## src/logic/acc_pkg.sv

```systemverilog
// Purpose: Constants and types for the accumulator add and AND datapath
// Assumes: 8-bit data path, AXI4-Lite register access with 32-bit data
// Notes: Flag bit positions follow the status byte layout of the core
//
// Overview of operation
// - Sum adds working register to memory, four flags
// - Sum written back to memory, working register kept
// - Memory AND working register updates only zero flag
// - AND to working register leaves memory untouched
// - Literal AND into working register, zero flag only
// - AND of memory and working register stored back
package acc_pkg;
  // ----------------------------------------------------------------
  // Register map (byte addresses)
  // ----------------------------------------------------------------
  localparam logic [7:0] ACC_OFS_WORK = 8'h00;
  localparam logic [7:0] ACC_OFS_FLAGS = 8'h04;
  localparam logic [7:0] ACC_OFS_MEM = 8'h08;
  localparam logic [7:0] ACC_OFS_LIT = 8'h0C;
  localparam logic [7:0] ACC_OFS_CMD = 8'h10;
  localparam logic [7:0] ACC_OFS_RES = 8'h14;
  // ----------------------------------------------------------------
  // Flag positions and reset values
  // ----------------------------------------------------------------
  localparam int ACC_FLAG_SUM_SPILL = 0;
  localparam int ACC_FLAG_NULL = 1;
  localparam int ACC_FLAG_NIBBLE = 2;
  localparam int ACC_FLAG_SIGNED = 3;
  localparam logic [7:0] ACC_WORK_RST = 8'h00;
  localparam logic [3:0] ACC_FLAGS_RST = 4'h0;
  localparam logic [7:0] ACC_MEM_RST = 8'h00;
  localparam logic [1:0] ACC_RESP_OKAY = 2'h0;
  localparam logic [1:0] ACC_RESP_SLVERR = 2'h2;

  typedef enum logic [1:0] {
    ACC_OP_SUM_INTO_MEMORY,
    ACC_OP_MASK_MEMORY_INTO_WORKING,
    ACC_OP_MASK_LITERAL_INTO_WORKING,
    ACC_OP_MASK_INTO_MEMORY
  } acc_op_type;
endpackage

```

## src/logic/acc_alu.sv

```systemverilog
// Purpose: Combinational add and AND unit with flag results
// Assumes: Operands are bytes; flags are packed as in acc_pkg
// Notes: Flags not affected by the operation keep their old value
`timescale 1ns/1ps
module acc_alu
  import acc_pkg::*;
(
  input wire acc_op_type op_i, // Operation to perform
  input wire logic [7:0] work_i, // Working register
  input wire logic [7:0] mem_i, // Memory operand
  input wire logic [7:0] lit_i, // Immediate literal
  input wire logic [3:0] flags_i, // Current flags
  output logic [7:0] result_o, // Operation result
  output logic [3:0] flags_o, // Updated flags
  output logic to_work_o // Result goes to working register
);
  logic [8:0] sum;
  logic [4:0] low_sum;
  logic [7:0] and_b;
  logic signed_spill;

  assign sum = {1'b0, work_i} + {1'b0, mem_i};
  assign low_sum = {1'b0, work_i[3:0]} + {1'b0, mem_i[3:0]};
  assign signed_spill = (work_i[7] == mem_i[7]) && (sum[7] != work_i[7]);
  assign and_b = (op_i == ACC_OP_MASK_LITERAL_INTO_WORKING) ? lit_i : mem_i;
  assign to_work_o = (op_i == ACC_OP_MASK_MEMORY_INTO_WORKING) ||
                     (op_i == ACC_OP_MASK_LITERAL_INTO_WORKING);

  always_comb begin
    flags_o = flags_i;
    if (op_i == ACC_OP_SUM_INTO_MEMORY) begin
      result_o = sum[7:0];
      flags_o[ACC_FLAG_SUM_SPILL] = sum[8];
      flags_o[ACC_FLAG_NIBBLE] = low_sum[4];
      flags_o[ACC_FLAG_SIGNED] = signed_spill;
      flags_o[ACC_FLAG_NULL] = (sum[7:0] == 8'h00);
    end else begin
      result_o = work_i & and_b;
      flags_o[ACC_FLAG_NULL] = ((work_i & and_b) == 8'h00);
    end
  end
endmodule

```

## src/logic/acc_top.sv

```systemverilog
// Purpose: Accumulator add and AND datapath with AXI4-Lite registers
// Assumes: Single clock, synchronous reset, one outstanding access each
// Notes: Writing the command register executes one operation
`timescale 1ns/1ps
module acc_top
  import acc_pkg::*;
(
  input wire logic clk_i, // 20 MHz core clock
  input wire logic srst_i, // Synchronous reset, active high
  input wire logic [7:0] s_axi_awaddr, // Write address
  input wire logic s_axi_awvalid, // Write address valid
  output logic s_axi_awready, // Write address ready
  input wire logic [31:0] s_axi_wdata, // Write data
  input wire logic [3:0] s_axi_wstrb, // Write strobes
  input wire logic s_axi_wvalid, // Write data valid
  output logic s_axi_wready, // Write data ready
  output logic [1:0] s_axi_bresp, // Write response
  output logic s_axi_bvalid, // Write response valid
  input wire logic s_axi_bready, // Write response ready
  input wire logic [7:0] s_axi_araddr, // Read address
  input wire logic s_axi_arvalid, // Read address valid
  output logic s_axi_arready, // Read address ready
  output logic [31:0] s_axi_rdata, // Read data
  output logic [1:0] s_axi_rresp, // Read response
  output logic s_axi_rvalid, // Read data valid
  input wire logic s_axi_rready // Read data ready
);
  // ----------------------------------------------------------------
  // Elaboration checks
  // ----------------------------------------------------------------
  // Decode drops the two low address bits, so every offset has to
  // sit on a word boundary
  if (|((ACC_OFS_WORK | ACC_OFS_FLAGS | ACC_OFS_MEM | ACC_OFS_LIT |
         ACC_OFS_CMD | ACC_OFS_RES) & 8'h03)) begin : g_ofs_chk
    $error("register offsets must be word aligned");
  end

  // ----------------------------------------------------------------
  // Address helpers
  // ----------------------------------------------------------------
  // Byte lanes inside one word select the same register
  function automatic logic [7:0] word_addr(input logic [7:0] a);
    return {a[7:2], 2'b00};
  endfunction

  // Mapped offsets answer OKAY, all others SLVERR
  function automatic logic is_mapped(input logic [7:0] a);
    return (a == ACC_OFS_WORK) || (a == ACC_OFS_FLAGS) ||
           (a == ACC_OFS_MEM) || (a == ACC_OFS_LIT) ||
           (a == ACC_OFS_CMD) || (a == ACC_OFS_RES);
  endfunction

  // ----------------------------------------------------------------
  // State
  // ----------------------------------------------------------------
  logic [7:0] work_q, work_d;
  logic [7:0] mem_q, mem_d;
  logic [7:0] lit_q, lit_d;
  logic [7:0] res_q, res_d;
  logic [3:0] flags_q, flags_d;
  logic [7:0] awaddr_q;
  logic aw_have_q;
  logic [31:0] wdata_q;
  logic [3:0] wstrb_q;
  logic w_have_q;
  logic bvalid_q;
  logic [1:0] bresp_q;
  logic rvalid_q;
  logic [31:0] rdata_q;
  logic [1:0] rresp_q;

  // ----------------------------------------------------------------
  // Write channel decode
  // ----------------------------------------------------------------
  wire aw_take = s_axi_awvalid && s_axi_awready;
  wire w_take = s_axi_wvalid && s_axi_wready;
  wire do_write = aw_have_q && w_have_q && !bvalid_q;
  wire lane0 = wstrb_q[0];
  wire wr_work = do_write && lane0 && (awaddr_q == ACC_OFS_WORK);
  wire wr_flags = do_write && lane0 && (awaddr_q == ACC_OFS_FLAGS);
  wire wr_mem = do_write && lane0 && (awaddr_q == ACC_OFS_MEM);
  wire wr_lit = do_write && lane0 && (awaddr_q == ACC_OFS_LIT);
  wire wr_cmd = do_write && lane0 && (awaddr_q == ACC_OFS_CMD);
  wire wr_known = is_mapped(awaddr_q);

  // Each channel parks one item; the next waits for the response
  assign s_axi_awready = !aw_have_q;
  assign s_axi_wready = !w_have_q;
  assign s_axi_bvalid = bvalid_q;
  assign s_axi_bresp = bresp_q;

  // ----------------------------------------------------------------
  // Datapath
  // ----------------------------------------------------------------
  acc_op_type op;
  logic [7:0] alu_res;
  logic [3:0] alu_flags;
  logic alu_to_work;

  assign op = acc_op_type'(wdata_q[1:0]);

  acc_alu u_alu (
    .op_i(op),
    .work_i(work_q),
    .mem_i(mem_q),
    .lit_i(lit_q),
    .flags_i(flags_q),
    .result_o(alu_res),
    .flags_o(alu_flags),
    .to_work_o(alu_to_work)
  );

  always_comb begin
    work_d = work_q;
    mem_d = mem_q;
    lit_d = lit_q;
    res_d = res_q;
    flags_d = flags_q;
    if (wr_work) begin
      work_d = wdata_q[7:0];
    end
    if (wr_mem) begin
      mem_d = wdata_q[7:0];
    end
    if (wr_lit) begin
      lit_d = wdata_q[7:0];
    end
    if (wr_flags) begin
      flags_d = wdata_q[3:0];
    end
    // Command runs on the registers as they stand; no other write
    // can share the cycle, so nothing is overridden
    if (wr_cmd) begin
      flags_d = alu_flags;
      res_d = alu_res;
      if (alu_to_work) begin
        work_d = alu_res;
      end else begin
        mem_d = alu_res;
      end
    end
  end

  always_ff @(posedge clk_i) begin
    if (srst_i) begin
      work_q <= ACC_WORK_RST;
      mem_q <= ACC_MEM_RST;
      lit_q <= ACC_MEM_RST;
      res_q <= ACC_MEM_RST;
      flags_q <= ACC_FLAGS_RST;
    end else begin
      work_q <= work_d;
      mem_q <= mem_d;
      lit_q <= lit_d;
      res_q <= res_d;
      flags_q <= flags_d;
    end
  end

  // ----------------------------------------------------------------
  // Write handshake
  // ----------------------------------------------------------------
  always_ff @(posedge clk_i) begin
    if (srst_i) begin
      aw_have_q <= 1'b0;
      w_have_q <= 1'b0;
      awaddr_q <= 8'h00;
      wdata_q <= 32'h0000_0000;
      wstrb_q <= 4'h0;
      bvalid_q <= 1'b0;
      bresp_q <= ACC_RESP_OKAY;
    end else begin
      if (aw_take) begin
        aw_have_q <= 1'b1;
        awaddr_q <= word_addr(s_axi_awaddr);
      end
      if (w_take) begin
        w_have_q <= 1'b1;
        wdata_q <= s_axi_wdata;
        wstrb_q <= s_axi_wstrb;
      end
      if (do_write) begin
        bvalid_q <= 1'b1;
        bresp_q <= wr_known ? ACC_RESP_OKAY : ACC_RESP_SLVERR;
        aw_have_q <= 1'b0;
        w_have_q <= 1'b0;
      end else if (bvalid_q && s_axi_bready) begin
        bvalid_q <= 1'b0;
      end
    end
  end

  // ----------------------------------------------------------------
  // Read channel
  // ----------------------------------------------------------------
  // Read data is captured at the address handshake
  wire [7:0] ra = word_addr(s_axi_araddr);
  wire ar_take = s_axi_arvalid && s_axi_arready;
  wire rd_known = is_mapped(ra);
  wire [7:0] rd_byte = (ra == ACC_OFS_WORK) ? work_q :
                       (ra == ACC_OFS_FLAGS) ? {4'h0, flags_q} :
                       (ra == ACC_OFS_MEM) ? mem_q :
                       (ra == ACC_OFS_LIT) ? lit_q :
                       (ra == ACC_OFS_RES) ? res_q : 8'h00;

  assign s_axi_arready = !rvalid_q;
  assign s_axi_rvalid = rvalid_q;
  assign s_axi_rdata = rdata_q;
  assign s_axi_rresp = rresp_q;

  always_ff @(posedge clk_i) begin
    if (srst_i) begin
      rvalid_q <= 1'b0;
      rdata_q <= 32'h0000_0000;
      rresp_q <= ACC_RESP_OKAY;
    end else if (ar_take) begin
      rvalid_q <= 1'b1;
      rdata_q <= {24'h00_0000, rd_byte};
      rresp_q <= rd_known ? ACC_RESP_OKAY : ACC_RESP_SLVERR;
    end else if (rvalid_q && s_axi_rready) begin
      rvalid_q <= 1'b0;
    end
  end
endmodule

```

## config.mk

```make
export PLATFORM = sky130hd
export DESIGN_NAME = acc_top
export DESIGN_NICKNAME = d
export VERILOG_FILES = /design/src/logic/acc_pkg.sv /design/src/logic/acc_alu.sv /design/src/logic/acc_top.sv
export SDC_FILE = /design/constraint.sdc
export NUM_CORES = 1
export LEC_CHECK = 0
export ABC_AREA = 1
export BUFFER_PORTS_ARGS = -buffer_cell sky130_fd_sc_hd__buf_2
export CAP_MARGIN = 20
export CORE_AREA = 2 2 102 104
export CTS_CLUSTER_DIAMETER = 200
export DETAILED_ROUTE_END_ITERATION = 10
export DIE_AREA = 0 0 104 106
export PLACE_DENSITY_LB_ADDON = 0.08
export RECOVER_POWER = 50
export SLEW_MARGIN = 0
export SYNTH_ARGS = -nofsm -noshare
export SYNTH_HDL_FRONTEND = slang
export SYNTH_SLANG_ARGS = --single-unit
```

## constraint.sdc

```tcl
create_clock -name clk_i -period 2.06 [get_ports clk_i]
set_input_delay 0.103 -clock clk_i [delete_from_list [all_inputs] [get_ports clk_i]]
set_output_delay 0.103 -clock clk_i [all_outputs]
set_load 0.05 [all_outputs]
```

==> flow_metrics.tcl <==
set metrics [dict create \
    critPathMaxStageDelay_ps 480 \
    share_seq_of_total_power_pct 44.8 \
    final_period_minus_worst_setup_slack_ps 1892 \
    hold-path-cell-count 3 \
    via_count_of_the_first_global_routing_pass 3697 \
    final_min_period_over_clock_period_pct 91.82 \
    initial_utilization_pct 39.05 \
    reg2reg_from "mem_q[0]" \
    length_in_cells_of_the_worst_reg_to_reg_path 10 \
    top_level_ports 100 \
    drt_iter0_drc 223 \
    slew-limit-headroom_pct 59.05 \
    power.density_cell_area_nw_per_um2 662.2 \
    timing.critical_path.to_type "register" \
    timing_worst_setup_path_type "reg -> reg" \
    post_dp_cell_area_um2 4243 \
    timing.critical_path.required_ps 2310 \
    placeableCoreArea_um2 10000 \
    post-dp-hpwl_um 8886 \
    path_cells "ha_1, fa_1, nand2_1, nand2_1, nand3_1, nand3_1, nand2_1, nand2_1, nor2_1, nor3_2" \
    status "complete, no violations" \
    synthXorXnorAreaFrac_pct 0.2243 \
    tightestPinTransition_ps 616.9 \
    count_of_nets_left_with_antenna_violations_after_detail_routing 0 \
    diodes 0 \
    worst-path-max-fanout 5 \
    grt_antenna_before_repair 0 \
    timing.critical_path.mode_cell "nand2_1" \
    synth_compound_gate_area_share_pct 17.81 \
    port_buffers 42 \
    cts.clk_slew.worst_paths_ps 80 \
    synth_top_family_by_area "simple AND/OR/NAND/NOR gates" \
    setup-violations-final 0 \
    post-cts-setup-buffers 0 \
    layout.cell_area.non_filler_um2 4492 \
    postSynthRegisterBits 65 \
    maxSlewViolCount 0 \
    ctsHtreeMaxLevel 3 \
    yosysUniqueCellTypes 32 \
    internal_power_mw 1.997 \
    grt_pass1_wl_um 18670 \
    syn_area_per_cell_um2 6.552 \
    vdd_drop_max_mv 0.4554 \
    detailroute.via_count 3940 \
    dieWidth_um 104 \
    cts.sink_count 65 \
    yosysWarnings 0 \
    power_switching_mw 0.9778 \
    path_buf_inv 0 \
    report.final.hold_viol_count 0 \
    nets 726 \
    min_delay_worst_endpoint "aw_have_q" \
    holdCritPathClass "in -> reg" \
    gr-total-overflow 0 \
    grt_use_total_pct 21.61 \
    critical_path.reg2reg.endpoint "mem_q[4]" \
    r2r_slack_ps 170 \
    static-leakage-power_nw 2.107 \
    route.detailed.vias_per_inst 4.944 \
    wl_per_cell_um 14.47 \
    ys.flop_type "dfxtp_1" \
    power.share.combinational_pct 16.8 \
    area_growth_pct 15.03 \
    tritoncts "done" \
    fraction_of_power_spent_switching_nets_pct 32.87 \
    worstHoldStart "s_axi_awvalid" \
    yosys.area_share.adder_pct 3.717 \
    critPathTopFamily "adder cells" \
    holdBufCountCts 7 \
    die_y_um 106 \
    fin_tns_setup_ps 0 \
    syn-cell-area_um2 3905 \
    cts_root_buffer "clkbuf_8" \
    synth.yosys.seq_area_share_pct 33.32 \
    fmax_mhz 528.7 \
    cap_viol_max_count 0 \
    clock-skew-final_ps 10.77 \
    clock_path_buffers 2 \
    layout-drive-gt1-share_pct 12.25 \
    synth-async-reset-ratio_pct 0 \
    cp_slowest_cell "fa_1" \
    floorplan.die_area_um2 11020 \
    synthesis.instances 596 \
    remaining_drc_errors 0 \
    totalWireLength_um 11530 \
    part_of_the_total_power_dissipated_in_the_clock_network_pct 38.4 \
    core.rowCount 37 \
    grt_max_degree 28 \
    startpoint_type "register" \
    setup_repair_after_global_routing_missed_its_margin "no" \
    final_util_pct 44.92 \
    firstDrtPassIters 5 \
    cp_data_arrival_time_ps 2140 \
    clk-insertion-delay-late_ps 360 \
    share_of_cell_area_taken_by_muxes_after_synthesis_pct 0 \
    cts_made_buffers 9 \
    gp_routability_congestion 0.9126 \
    cts_resized 0 \
    synth_enable_flop_cells 0 \
    post_synth_and_or_nand_nor_area_fraction_pct 29.57 \
]
==> worst max path at each step <==
stage / start / endpoint / slack (ps) / cells past startpoint
after detailed placement: mem_q[0] / mem_q[4] / 190 / 10
after global routing: mem_q[0] / mem_q[6] / 20 / 11
after floorplan: s_axi_rvalid / s_axi_rdata[3] / 310 / 6
after CTS: mem_q[0] / work_q[4] / 180 / 9
after global placement: mem_q[0] / flags_q[0] / 190 / 10
final: mem_q[0] / mem_q[4] / 170 / 10
==> worst min-delay path, stage by stage <==
cell and delay (ps):
buf_2 90, inv_1 70, a21oi_1 70
==> cells in the mapped netlist (2+ instances only) <==
cell | n | area share [%]
ha_1 | 10 | 3.2
nand3_2 | 3 | 0.77
inv_1 | 78 | 7.5
a21oi_1 | 58 | 7.4
inv_2 | 2 | 0.19
or2_2 | 5 | 0.80
buf_2 | 5 | 0.64
nor3_1 | 7 | 0.90
nand2_1 | 129 | 12
nor2_4 | 2 | 0.58
nand3_1 | 42 | 5.4
nor2_1 | 56 | 5.4
nor2_2 | 5 | 0.80
buf_6 | 2 | 0.58
dfxtp_1 | 65 | 33
nand3b_1 | 3 | 0.58
clkbuf_1 | 8 | 0.77
nand4_1 | 9 | 1.4
o21ai_0 | 54 | 6.9
o211ai_1 | 8 | 1.5
a31oi_1 | 4 | 0.64
o21a_1 | 4 | 0.77
buf_4 | 28 | 5.4
==> cell type report <==
type                            instances  area [um2]
Multi-Input combinational cell        431        2102
Inverter                               81       304.0
Timing Repair Buffer                   68       412.9
Sequential cell                        65        1301
Clock buffer                            9       123.9
Fill cell                            1078        5508
Tap cell                              136       170.2
Clock inverter                          7       77.57
==> per-stage QoR <==
stage / power, mW / instances / hold WS [ps] / setup WS (ps)
finish: 2.975 / 797 / 16.62 / 168.5
global route: 3.105 / 797 / 28.04 / 17.74
CTS: 2.998 / 797 / 13.32 / 178.6
detailed placement: 1.856 / 774 / 330.9 / 191.4
global placement: 1.854 / 774 / 323.5 / 190.6
floorplan: 1.755 / 621 / 237.9 / 314.4
==> layer usage <==
metal  up-vias  wire length, um  GRT usage (%)
li1       1999                -              -
met5         -                0              0
met3        22              528          4.292
met2       119             5454          36.61
met1      1800             5299          27.64
met4         0              246          7.046
==> cells in the final DEF (no fill, tap or decap), types with 5 or more instances in the layout <==
| cell | n |
|---|---|
| nor3_1 | 7 |
| conb_1 | 26 |
| dfxtp_1 | 65 |
| nor2_1 | 56 |
| clkbuf_1 | 16 |
| buf_4 | 17 |
| o21ai_0 | 54 |
| ha_1 | 10 |
| nor2_2 | 5 |
| o211ai_1 | 8 |
| nand3_1 | 42 |
| a21oi_1 | 58 |
| nand4_1 | 9 |
| dlygate4sd3_1 | 7 |
| nand2_1 | 129 |
| or2_2 | 5 |
| clkbuf_8 | 9 |
| inv_1 | 78 |
| buf_2 | 27 |
==> cell families after synthesis <==
logic type,after synthesis
buf+inv,125
simple gates,263
other cells,1
xor+xnor,1
flops,65
fa+ha+maj,11
compound gates,130
==> flip-flops by register name, indices dropped and copies added, names as in the netlist <==
name	cells
work_q	8
mem_q	8
flags_q	4
res_q	8
s_axi_bvalid	1
wstrb_q	1
lit_q	8
w_have_q	1
awaddr_q	6
s_axi_rdata	8
s_axi_bresp	1
s_axi_rresp	1
aw_have_q	1
s_axi_rvalid	1
wdata_q	8
==> power by group through the flow <==
stage,clock network (mW),logic [mW],registers [mW]
floorplan,0,0.361,1.39
global placement,0,0.494,1.36
detailed placement,0,0.495,1.36
CTS,1.16,0.507,1.33
global route,1.22,0.550,1.34
finish,1.14,0.500,1.33
(Power assumes the default switching activity.)
